[config.mk]
export PLATFORM = sky130hd
export DESIGN_NAME = fpv_panel_vote_unit
export DESIGN_NICKNAME = d
export VERILOG_FILES = /design/src/rtl/fpv_pkg.sv /design/src/rtl/fpv_panel_vote_unit.sv
export SDC_FILE = /design/constraint.sdc
export NUM_CORES = 1
export LEC_CHECK = 0
export ABC_AREA = 1
export BUFFER_PORTS_ARGS = -buffer_cell sky130_fd_sc_hd__buf_2
export CAP_MARGIN = 40
export CORE_ASPECT_RATIO = 0.75
export CORE_MARGIN = 10
export CORE_UTILIZATION = 32
export DETAILED_ROUTE_END_ITERATION = 6
export SLEW_MARGIN = 15
export SYNTH_ARGS = -nofsm -noshare
export SYNTH_HDL_FRONTEND = slang
export SYNTH_SLANG_ARGS = --single-unit
export TNS_END_PERCENT = 30
[constraint.sdc]
create_clock -name clk -period 1.5 [get_ports clk]
set_clock_uncertainty 0.1 [all_clocks]
set_input_delay 0.3 -clock clk [delete_from_list [all_inputs] [get_ports clk]]
set_output_delay 0.3 -clock clk [all_outputs]
set_load 0.01 [all_outputs]
[src/rtl/fpv_pkg.sv]
// package for the front panel status voting unit: types, encodings and timing
`default_nettype none
package fpv_pkg;
    // ========================================================
    // timing
    localparam int unsigned CLK_PERIOD_NS  = 100;           // 10 MHz system clock
    localparam int unsigned BLINK_HALF_MS  = 250;           // default flash half period
    localparam int unsigned BLINK_HALF_CYC = BLINK_HALF_MS * 1000000 / CLK_PERIOD_NS;
    localparam int unsigned BLINK_W        = 24;            // divider counter width

    // ========================================================
    // voted status word from each slice
    typedef struct packed {
        logic active;          // module in active mode
        logic standby;         // module in standby mode
        logic educated;        // education complete
        logic educating;       // education in progress
        logic app_running;     // application program running
        logic full_integrity;  // normal operation with full integrity
        logic io_locked;       // any input or output locked
        logic cfg_mismatch;    // changeover attempted, standby config differs
        logic sys_healthy;     // no system faults
        logic sys_fault;       // boot-up, fault, self-test, bus or module error
        logic user1;           // software user lamp 1
        logic user2;           // software user lamp 2
        logic standby_present; // a standby module is fitted
        logic slice_flash_red; // a slice health lamp flashes red
    } fpv_status_type;

    localparam int unsigned STATUS_W = $bits(fpv_status_type);
    localparam fpv_status_type STATUS_RESET = '0;

    // ========================================================
    // bicolour lamp drive
    typedef struct packed {
        logic green;
        logic red;
    } fpv_lamp_type;

    // ========================================================
    // eleven front panel indicators
    typedef struct packed {
        fpv_lamp_type [2:0] slice_health;
        fpv_lamp_type       active;
        fpv_lamp_type       standby;
        fpv_lamp_type       educated;
        fpv_lamp_type       run;
        fpv_lamp_type       inhibit;
        fpv_lamp_type       sys_health;
        fpv_lamp_type       user1;
        fpv_lamp_type       user2;
    } fpv_leds_type;

    // ========================================================
    // changeover sequencer
    typedef enum logic [1:0] {
        FPV_CO_IDLE = 2'b00,
        FPV_CO_REQ  = 2'b01,
        FPV_CO_DONE = 2'b10
    } fpv_co_state_type;
endpackage : fpv_pkg
`default_nettype wire

[src/rtl/fpv_panel_vote_unit.sv]
// front panel vote unit: votes slice status, drives lamps, buttons and changeover
`default_nettype none
module fpv_panel_vote_unit (
    input  wire logic                   clk,              // 10 MHz clock
    input  wire logic                   nrst,             // async reset, active low
    input  wire fpv_pkg::fpv_status_type slice_a,         // status from slice a
    input  wire fpv_pkg::fpv_status_type slice_b,         // status from slice b
    input  wire fpv_pkg::fpv_status_type slice_c,         // status from slice c
    input  wire logic [2:0]             slice_healthy,    // per-slice health level
    input  wire logic                   reset_button,     // fault reset button
    input  wire logic                   ews_reset,        // workstation reset command
    input  wire logic                   ews_authorised,   // password-authorised maintainer
    input  wire logic                   ews_download_req, // workstation download request
    input  wire logic                   ews_online_req,   // online parameter/command change
    input  wire logic                   key_maintain,     // keyswitch: 1 maintain, 0 run
    input  wire logic [1:0]             latch_open,       // top and bottom latch switches
    input  wire logic                   ejector_released, // ejector levers released
    input  wire logic                   changeover_ack,   // standby module took over
    output fpv_pkg::fpv_leds_type       leds,             // eleven lamps
    output logic                        fault_clear,      // clear faults and counters
    output logic                        fault_clear_req,  // ask other modules to clear
    output logic                        mem_write_lock,   // program memory locked
    output logic                        download_grant,   // download accepted
    output logic                        online_grant,     // online change accepted
    output logic [2:0]                  latch_irq,        // interrupt to each processor
    output logic                        changeover_req,   // hand over to standby
    output logic                        event_log         // changeover log strobe
);
    import fpv_pkg::*;

    // ========================================================
    // voting
    fpv_status_type voted;          // majority of the three slices
    fpv_status_type status;         // registered voted status
    logic           blink;          // shared flash phase
    logic [BLINK_W-1:0] blink_cnt;  // shared flash divider
    logic [1:0]     latch_prev;     // latch levels last cycle
    logic           button_prev;    // button level last cycle
    logic           ejector_prev;   // ejector level last cycle
    fpv_co_state_type co_state;     // changeover sequencer state
    fpv_co_state_type next_co_state;
    logic           co_trigger;     // any handover cause

    // bitwise majority keeps a single disagreeing slice from reaching a lamp
    assign voted = (slice_a & slice_b) | (slice_a & slice_c) | (slice_b & slice_c);

    // register the vote to break the path from slice pins to lamps
    always_ff @(posedge clk or negedge nrst) begin
        if (!nrst) begin
            status <= STATUS_RESET;
        end else begin
            status <= voted;
        end
    end

    // ========================================================
    // blink divider
    // one free-running divider so every flashing lamp stays in phase
    always_ff @(posedge clk or negedge nrst) begin
        if (!nrst) begin
            blink_cnt <= '0;
            blink     <= 1'b0;
        end else if (blink_cnt == BLINK_W'(BLINK_HALF_CYC - 1)) begin
            blink_cnt <= '0;
            blink     <= ~blink;
        end else begin
            blink_cnt <= blink_cnt + 1'b1;
        end
    end

    // ========================================================
    // indicators
    // all lamps registered; eleven in total
    always_ff @(posedge clk or negedge nrst) begin
        if (!nrst) begin
            leds <= '0;
        end else begin
            // health lamps follow each slice's own level, not the vote
            for (int i = 0; i < 3; i++) begin
                leds.slice_health[i].green <= slice_healthy[i];
                leds.slice_health[i].red   <= ~slice_healthy[i];
            end
            leds.active  <= '{green: status.active,  red: 1'b0};
            leds.standby <= '{green: status.standby, red: 1'b0};
            // educated: stopped application overrides both lit states, except on a standby module
            if (!status.app_running && !status.standby) begin
                leds.educated.green <= 1'b0;
            end else if (status.educated) begin
                leds.educated.green <= 1'b1;
            end else begin
                leds.educated.green <= status.educating & blink;
            end
            leds.educated.red <= 1'b0;
            // run: standby steady wins, then normal flash, else off
            if (status.standby) begin
                leds.run.green <= 1'b1;
            end else begin
                leds.run.green <= status.app_running & status.full_integrity & blink;
            end
            leds.run.red <= 1'b0;
            leds.inhibit <= '{green: (status.io_locked | status.cfg_mismatch) & blink,
                              red: 1'b0};
            // system health: fault flash beats healthy; neither means illegal, dark
            if (status.sys_fault) begin
                leds.sys_health <= '{green: 1'b0, red: blink};
            end else begin
                leds.sys_health <= '{green: status.sys_healthy, red: 1'b0};
            end
            leds.user1 <= '{green: 1'b0, red: status.user1};
            leds.user2 <= '{green: 1'b0, red: status.user2};
        end
    end

    // ========================================================
    // fault reset
    // rising edge of button, or authorised maintainer command in maintain mode
    always_ff @(posedge clk or negedge nrst) begin
        if (!nrst) begin
            button_prev     <= 1'b0;
            fault_clear     <= 1'b0;
            fault_clear_req <= 1'b0;
        end else begin
            button_prev <= reset_button;
            // one-cycle pulse per button press, workstation path lasts while ews_reset is held; testing logic elsewhere keeps running
            fault_clear     <= (reset_button & ~button_prev)
                             | (ews_reset & ews_authorised & key_maintain);
            fault_clear_req <= (reset_button & ~button_prev)
                             | (ews_reset & ews_authorised & key_maintain);
        end
    end

    // ========================================================
    // keyswitch gating
    always_ff @(posedge clk or negedge nrst) begin
        if (!nrst) begin
            mem_write_lock <= 1'b1;
            download_grant <= 1'b0;
            online_grant   <= 1'b0;
        end else begin
            mem_write_lock <= ~key_maintain;
            download_grant <= key_maintain & ews_authorised & ews_download_req;
            online_grant   <= key_maintain & ews_online_req;
        end
    end

    // ========================================================
    // latch interlock
    // any edge of either switch raises a pulse to all three processors
    always_ff @(posedge clk or negedge nrst) begin
        if (!nrst) begin
            latch_prev <= 2'b00;
            latch_irq  <= 3'b000;
        end else begin
            latch_prev <= latch_open;
            latch_irq  <= {3{|(latch_open ^ latch_prev)}};
        end
    end

    // ========================================================
    // changeover
    // only an active module starts a handover; a standby one never does
    assign co_trigger = status.active & status.standby_present &
                        (status.slice_flash_red | (ejector_released & ~ejector_prev));

    always_ff @(posedge clk or negedge nrst) begin
        if (!nrst) begin
            ejector_prev <= 1'b0;
        end else begin
            ejector_prev <= ejector_released;
        end
    end

    // next state of the sequencer
    always_comb begin
        next_co_state = co_state;
        case (co_state)
            FPV_CO_IDLE: begin
                if (co_trigger) begin
                    next_co_state = FPV_CO_REQ;
                end
            end
            FPV_CO_REQ: begin
                // hold request until the standby confirms, no bump meanwhile
                if (changeover_ack) begin
                    next_co_state = FPV_CO_DONE;
                end
            end
            FPV_CO_DONE: begin
                next_co_state = FPV_CO_IDLE;
            end
            default: begin
                next_co_state = FPV_CO_IDLE;
            end
        endcase
    end

    always_ff @(posedge clk or negedge nrst) begin
        if (!nrst) begin
            co_state <= FPV_CO_IDLE;
        end else begin
            co_state <= next_co_state;
        end
    end

    // request and log are registered from the next-state decode, in step with the state register
    always_ff @(posedge clk or negedge nrst) begin
        if (!nrst) begin
            changeover_req <= 1'b0;
            event_log      <= 1'b0;
        end else begin
            changeover_req <= (next_co_state == FPV_CO_REQ);
            event_log      <= (next_co_state == FPV_CO_DONE);
        end
    end
endmodule : fpv_panel_vote_unit
`default_nettype wire

==> results.py, run 1 <==
metrics = {
    "sta": {
        "finalHoldViolations": 0,
        "rsz0062_at_grt": "true",
        "finalCritPeriodShare_pct": 96.20,
        "setup_viol": 0,
        "slew_violations": 0,
        "period_needed_ps": 1443,
        "clock.fmax_mhz": 693.0,
        "setup_slack_ps": 56.98,
    },
    "worst_setup_path": {
        "r2r_cells": 6,
        "cp_data_required_time_ps": 1640,
        "critical_path.cell_chain": "ha_4, nand2_4, nor2_4, nand3_2, nor2_2, xor2_1",
        "worstSetupStartpointType": "register",
        "worstPathMaxFanout": 5,
        "rr_startpoint": "blink_cnt[1]",
        "setup.worst_path.start": "blink_cnt[1]",
        "arrival_ps": 1590,
        "rrSetupSlack_ps": 60,
        "worst-setup-path-type": "reg -> reg",
        "slowest_stage": "dfrtp_1",
        "r2r-end": "blink_cnt[20]",
        "worstSetupEndpointType": "register",
        "endpoint": "blink_cnt[20]",
        "crit_path_max_incr_delay_ps": 400,
    },
    "power": {
        "max-vdd-ir-drop_uv": 679.6,
        "power_leakage_nw": 2.043,
        "p_total_mw": 4.598,
        "power_density_nw_per_um2": 1148,
    },
    "synth": {
        "syn_area_per_cell_um2": 9.374,
        "synth_common_cells": "dfrtp_1, nand2_1, nor2_1",
        "syn_area_um2": 2915,
        "ys_ff_latch": 67,
        "synthAdderAreaFrac_pct": 5.236,
        "synthSimpleGateAreaFrac_pct": 22.96,
        "synth.largest_area_cell": "dfrtp_1",
        "syn_inst": 311,
        "yosysMostFrequentCell": "dfrtp_1",
        "synth-compound-area-share_pct": 1.674,
        "ys.warnings.count": 0,
        "synth.mux.area_fraction_pct": 0,
        "synth_top_family_by_area": "simple AND/OR/NAND/NOR gates",
        "synth_top_area_share_pct": 56.65,
        "synth_edf_count": 0,
        "synth-xor-area-share_pct": 4.206,
        "ys_top_cells_by_area": "dfrtp_1, nand2_1, nor2_1",
        "synthArstFlopShare_pct": 100.0,
        "yosysSeqAreaShare_pct": 57.55,
        "synth_ff_type": "dfrtp_1",
        "ys_types": 22,
    },
    "cells_and_area": {
        "fillers": 872,
        "drive_above_1_share_pct": 32.86,
        "final_cells": 532,
        "synthToLayoutAreaGrowth_pct": 37.38,
        "final_nets": 473,
        "fin_area_um2": 4005,
        "n_antenna_cell": 0,
    },
    "die": {
        "num_io_pins": 89,
        "num_rows": 30,
        "dieWidth_um": 130.2,
        "dieArea_um2": 13370,
        "start_util_pct": 32.50,
        "coreArea_um2": 8971,
        "dieHeight_um": 102.7,
    },
    "placement": {
        "dp_hpwl_um": 5055,
        "place_ws_ps": -17.32,
        "placed_area_um2": 3451,
        "io_buffers": 81,
        "place_congestion": 0.8627,
        "dp.cells": 504,
    },
    "global_route": {
        "grt_start_max_net_pins": 68,
        "grt.overflow.total": 0,
        "antenna_found_initial": 0,
        "grt_util_all_layers_pct": 10.46,
        "grt_pass1_vias": 2408,
        "grt_first_pass_wirelength_um": 10890,
    },
    "hold_path": {
        "hp-class": "in -> reg",
    },
    "cts": {
        "cts_root_buffer": "clkbuf_16",
        "cts_buffer_depth": 2,
        "htreeDepth": 3,
        "path_clk_slew_ps": 50,
        "cts_buffers": 9,
        "clock_latency_ps": 330,
        "cts.sinks": 67,
        "cts_tree": "yes",
    },
    "run_status": {
        "status": "completed",
    },
    "drt": {
        "routedWlPerCell_um": 12.74,
        "antenna_left": 0,
        "drt_iter0_markers": 127,
        "drt_first_pass_iters": 5,
        "drt_wl_total_um": 6780,
        "drc_errors": 0,
        "num_vias": 2317,
        "vias_per_cell": 4.355,
    },
    "flow_run": {
        "drv_cap": 0,
    },
}
==> repair_timing <==
item	in CTS	in global routing
gates resized for setup	1	30
setup buffers	0	3
hold buffers	8	0
setup endpoints to repair	9	20
gates cloned	0	1
pin swaps	4	9
endpoints found under the hold margin	73	0
==> flip-flops by register name, summed over array words and instances, names as in the netlist, 2 cells and up <==
| name | cells |
|---|---|
| leds | 15 |
| blink_cnt | 24 |
| co_state | 2 |
| latch_prev | 2 |
| status | 14 |
==> layer usage <==
metal	track usage [%]	part of all wire [%]	vias up
li1	-	-	1156
met1	12.31	44	1077
met2	14.96	45	70
met3	5.755	8.9	14
met4	5.517	1.9	0
met5	0	0	-
==> placed cells by master, fill, tap and decap left out, types with 3 or more instances in the layout <==
| cell type | count |
|---|---|
| nor2_4 | 9 |
| nor2_2 | 9 |
| dfrtp_2 | 3 |
| nand3_1 | 17 |
| buf_4 | 6 |
| dfrtp_1 | 63 |
| a21oi_1 | 3 |
| bufinv_16 | 3 |
| clkbuf_16 | 9 |
| nor2_1 | 38 |
| nand2_1 | 55 |
| xor2_1 | 11 |
| maj3_1 | 14 |
| buf_2 | 81 |
| xnor2_1 | 3 |
| conb_1 | 7 |
| nand4_1 | 8 |
| inv_1 | 44 |
| o21ai_0 | 5 |
| nand2_2 | 8 |
| dlygate4sd3_1 | 8 |
==> cells by family (layout without fill, tap and decap cells) <==
| kind of cell | after synthesis | in the layout |
|---|---|---|
| and+or+nand+nor | 151 | 152 |
| DFF | 67 | 67 |
| buffers and inverters | 54 | 156 |
| adders and majority gates | 15 | 15 |
| xor gates and xnor gates | 14 | 14 |
| AOI/OAI and AO/OA | 9 | 9 |
| other | 1 | 7 |
==> metrics by stage <==
step	setup TNS [ps]	util (%)	hold WS (ps)
global placement	0	38.47	233.9
finish	0	44.64	14.39
CTS	-73.13	43.22	5.046
floorplan	0	-	-95.59
global route	-318.7	44.64	18.51
detailed placement	-54.43	38.47	236.3
==> final cells by class <==
type / instances / area (um2) / share of cell area (%)
Tap cell: 112 / 140.1 / 3.499
Clock buffer: 12 / 246.5 / 6.154
Timing Repair Buffer: 96 / 550.5 / 13.75
Multi-Input combinational cell: 197 / 1124 / 28.05
Inverter: 44 / 165.2 / 4.124
Clock inverter: 4 / 97.59 / 2.437
Sequential cell: 67 / 1682 / 41.99
==> report_power, final <==
part           leakage, nW  switching [mW]  internal (mW)
clock                0.163           0.742           1.67
sequential           0.834          0.0242           1.89
combinational         1.05           0.140          0.136
==> worst min path at each step <==
stage	from	endpoint	slack, ps	depth (start not counted)
after global placement	status[2]	leds[0]	230	0
after global routing	key_maintain	mem_write_lock	20	2
after floorplan	nrst	blink	-100	0
after detailed placement	status[2]	leds[0]	240	0
after CTS	key_maintain	mem_write_lock	5	2
final	key_maintain	mem_write_lock	10	2
==> critical path, delay by kind of cell, from the launching register on <==
family	cells	cell delay (ps)
xor gates and xnor gates	1	190
adders and majority gates	1	170
DFF	1	400
and+or+nand+nor	4	490
(Power assumes the default switching activity.)
==> inputs of run 2 (changes only) <==
--- a/config.mk
+++ b/config.mk
@@ -12,4 +12,5 @@
 export CORE_MARGIN = 10
-export CORE_UTILIZATION = 32
+export CORE_UTILIZATION = 51
 export DETAILED_ROUTE_END_ITERATION = 6
+export PLACE_DENSITY = 0.79
 export SLEW_MARGIN = 15
--- a/constraint.sdc
+++ b/constraint.sdc
@@ -4,2 +4,2 @@
 set_output_delay 0.3 -clock clk [all_outputs]
-set_load 0.01 [all_outputs]
+set_load 0.02 [all_outputs]
==> run 2 against run 1 <==
Effect of this change: the run now ends with negative setup slack left; clock power decreased by 32%; fmax decreased by 4.0%; critical path depth grew 2; first-iteration DRC count grew 28%; die area shrank 31%; flip-flop and latch count is the same; clock-buffer cell count unchanged; total power fell by 15%; register-to-register slack lost 60 ps; worst hold slack improved by 60 ps; final cell count down 5.6%; sequential share of layout area increased by 1.1 points; highest routed layer unchanged.
==> results.py, run 2 (synthesis results as in run 1) <==
metrics = {
    "run_status": {
        "status": "finished, violations left",
        "violations": "negative setup slack",
    },
    "global_route": {
        "grt_start_max_net_pins": 29,
        "grt_util_all_layers_pct": 16.84,
        "grt_first_pass_wirelength_um": 12290,
        "antenna_found_initial": 0,
        "grt.overflow.total": 0,
        "grt_pass1_vias": 2573,
    },
    "worst_setup_path": {
        "worstPathMaxFanout": 5,
        "worst-setup-path-type": "reg -> reg",
        "cp_data_required_time_ps": 1630,
        "worstSetupStartpointType": "register",
        "arrival_ps": 1640,
        "worstSetupEndpointType": "register",
        "slowest_stage": "dfrtp_1",
        "crit_path_max_incr_delay_ps": 420,
        "critical_path.cell_chain": "ha_4, nand2_4, nor2_4, nand2_2, nor2_4, nand2_2, nand2_1, nor2_1",
        "r2r_cells": 8,
    },
    "placement": {
        "dp_hpwl_um": 5720,
        "place_congestion": 0.9498,
        "io_buffers": 81,
    },
    "hold_path": {
        "worst_hold_path.num_cells": 3,
        "hp-class": "in -> reg",
    },
    "sta": {
        "finalHoldViolations": 0,
        "setup_viol": 1,
        "setup_tns_ps": -3.346,
        "whs_ps": 74.76,
        "finalCritPeriodShare_pct": 100.2,
        "clock.fmax_mhz": 665.2,
        "rsz0062_at_grt": "true",
        "setup_slack_ps": -3.346,
        "slew_violations": 0,
        "period_needed_ps": 1503,
    },
    "drt": {
        "routedWlPerCell_um": 15.25,
        "antenna_left": 0,
        "drt_iter0_markers": 162,
        "vias_per_cell": 4.865,
        "num_vias": 2442,
        "drc_errors": 0,
        "drt_first_pass_iters": 6,
        "drt_wl_total_um": 7655,
    },
    "die": {
        "start_util_pct": 53.60,
        "num_rows": 23,
        "coreArea_um2": 5439,
        "dieHeight_um": 85.48,
        "num_io_pins": 89,
        "dieArea_um2": 9171,
        "dieWidth_um": 107.3,
    },
    "cells_and_area": {
        "final_common_cell": "buf_2",
        "synthToLayoutAreaGrowth_pct": 34.25,
        "drive_above_1_share_pct": 35.36,
        "n_antenna_cell": 0,
        "final_cell_mix": "buf_2, dfrtp_1, nand2_1",
        "largest_reg_flops": 24,
        "regMostFlops": "blink_cnt",
        "top_regs": "blink_cnt: 24 flops, leds: 15 flops, status: 14 flops",
        "final_nets": 480,
    },
    "power": {
        "clkPwrFrac_pct": 42.3,
        "netSwitchingFraction_pct": 22.78,
        "internal_power_mw": 3.011,
        "seqPwrFrac_pct": 49.0,
        "power_density_nw_per_um2": 996.2,
        "netSwitchingPower_uw": 888.1,
        "power_leakage_nw": 2.033,
        "combPwrFrac_pct": 8.7,
        "max-vdd-ir-drop_uv": 631.4,
    },
    "cts": {
        "htreeDepth": 3,
        "cts_buffers": 9,
        "cts_tree": "yes",
        "cts_root_buffer": "clkbuf_8",
        "cts_buffer_depth": 2,
        "path_clk_slew_ps": 70,
        "clock_latency_ps": 340,
        "cts.sinks": 67,
    },
    "flow_run": {
        "drv_cap": 0,
    },
}
## run 2: layout make-up
type | instances | area, um2
clock inverters | 4 | 73.82
clock buffers | 12 | 145.1
fillers | 407 | 1525
well taps | 75 | 93.84
repair buffers | 103 | 605.6
flip-flops and latches | 67 | 1687
inverters | 44 | 165.2
multi-input cells | 197 | 1144
## run 2: power by group through the flow
stage / registers (mW) / logic (mW) / clock network [mW]
2_1_floorplan: 1.99 / 0.104 / 0
3_3_place_gp: 1.94 / 0.312 / 0
3_5_place_dp: 1.95 / 0.323 / 0
4_1_cts: 1.91 / 0.341 / 1.69
5_1_grt: 1.92 / 0.373 / 1.77
6_report: 1.91 / 0.338 / 1.65
## run 2: final timing paths
| path | to | from | slack (ps) |
|---|---|---|---|
| worst max-delay path | blink_cnt[13] | blink_cnt[1] | -3 |
| worst min-delay path | online_grant | ews_online_req | 70 |
| worst max register to register | blink_cnt[13] | blink_cnt[1] | -3 |
| worst min register to register | leds[0] | status[2] | 250 |
| max in group asynchronous | mem_write_lock | nrst | 500 |
| min in group asynchronous | blink_cnt[16] | nrst | 290 |
## run 2: metrics by stage
stage                     cell area [um2]  utilization [%]  power, mW  setup WS (ps)  instances
after floorplan                      2938                -      2.097          138.6        317
after global placement               3420            62.87      2.254          69.08        469
after detailed placement             3420            62.87      2.268         -44.70        469
after CTS                            3729            68.55      3.944         -33.08        494
after global routing                 3914            71.96      4.057         -78.96        502
final                                3914            71.96      3.899         -3.346        502
## run 2: routing by layer
metal	routed length, um	up-vias	global-route usage, %	share of wire (%)
met2	3903	119	28.41	51
met3	720	11	7.175	9.4
met5	0	-	0	0
li1	-	1173	-	-
met1	2926	1139	18.71	38
met4	104	0	5.644	1.4
## run 2: critical path: cells and delay by family (launching register included)
family                   cells  cell delay [ps]
flip-flops                   1              420
AND/OR/NAND/NOR              7              700
adder cells (fa/ha/maj)      1              170
## run 2: timing repair
| action | CTS | global route |
|---|---|---|
| gates resized for setup | 0 | 40 |
| pin swaps | 1 | 11 |
| setup buffers | 0 | 7 |
| hold buffers | 9 | 0 |
| endpoints found under the setup margin | 10 | 20 |
| hold endpoints to repair | 20 | 0 |
| cloned | 0 | 1 |
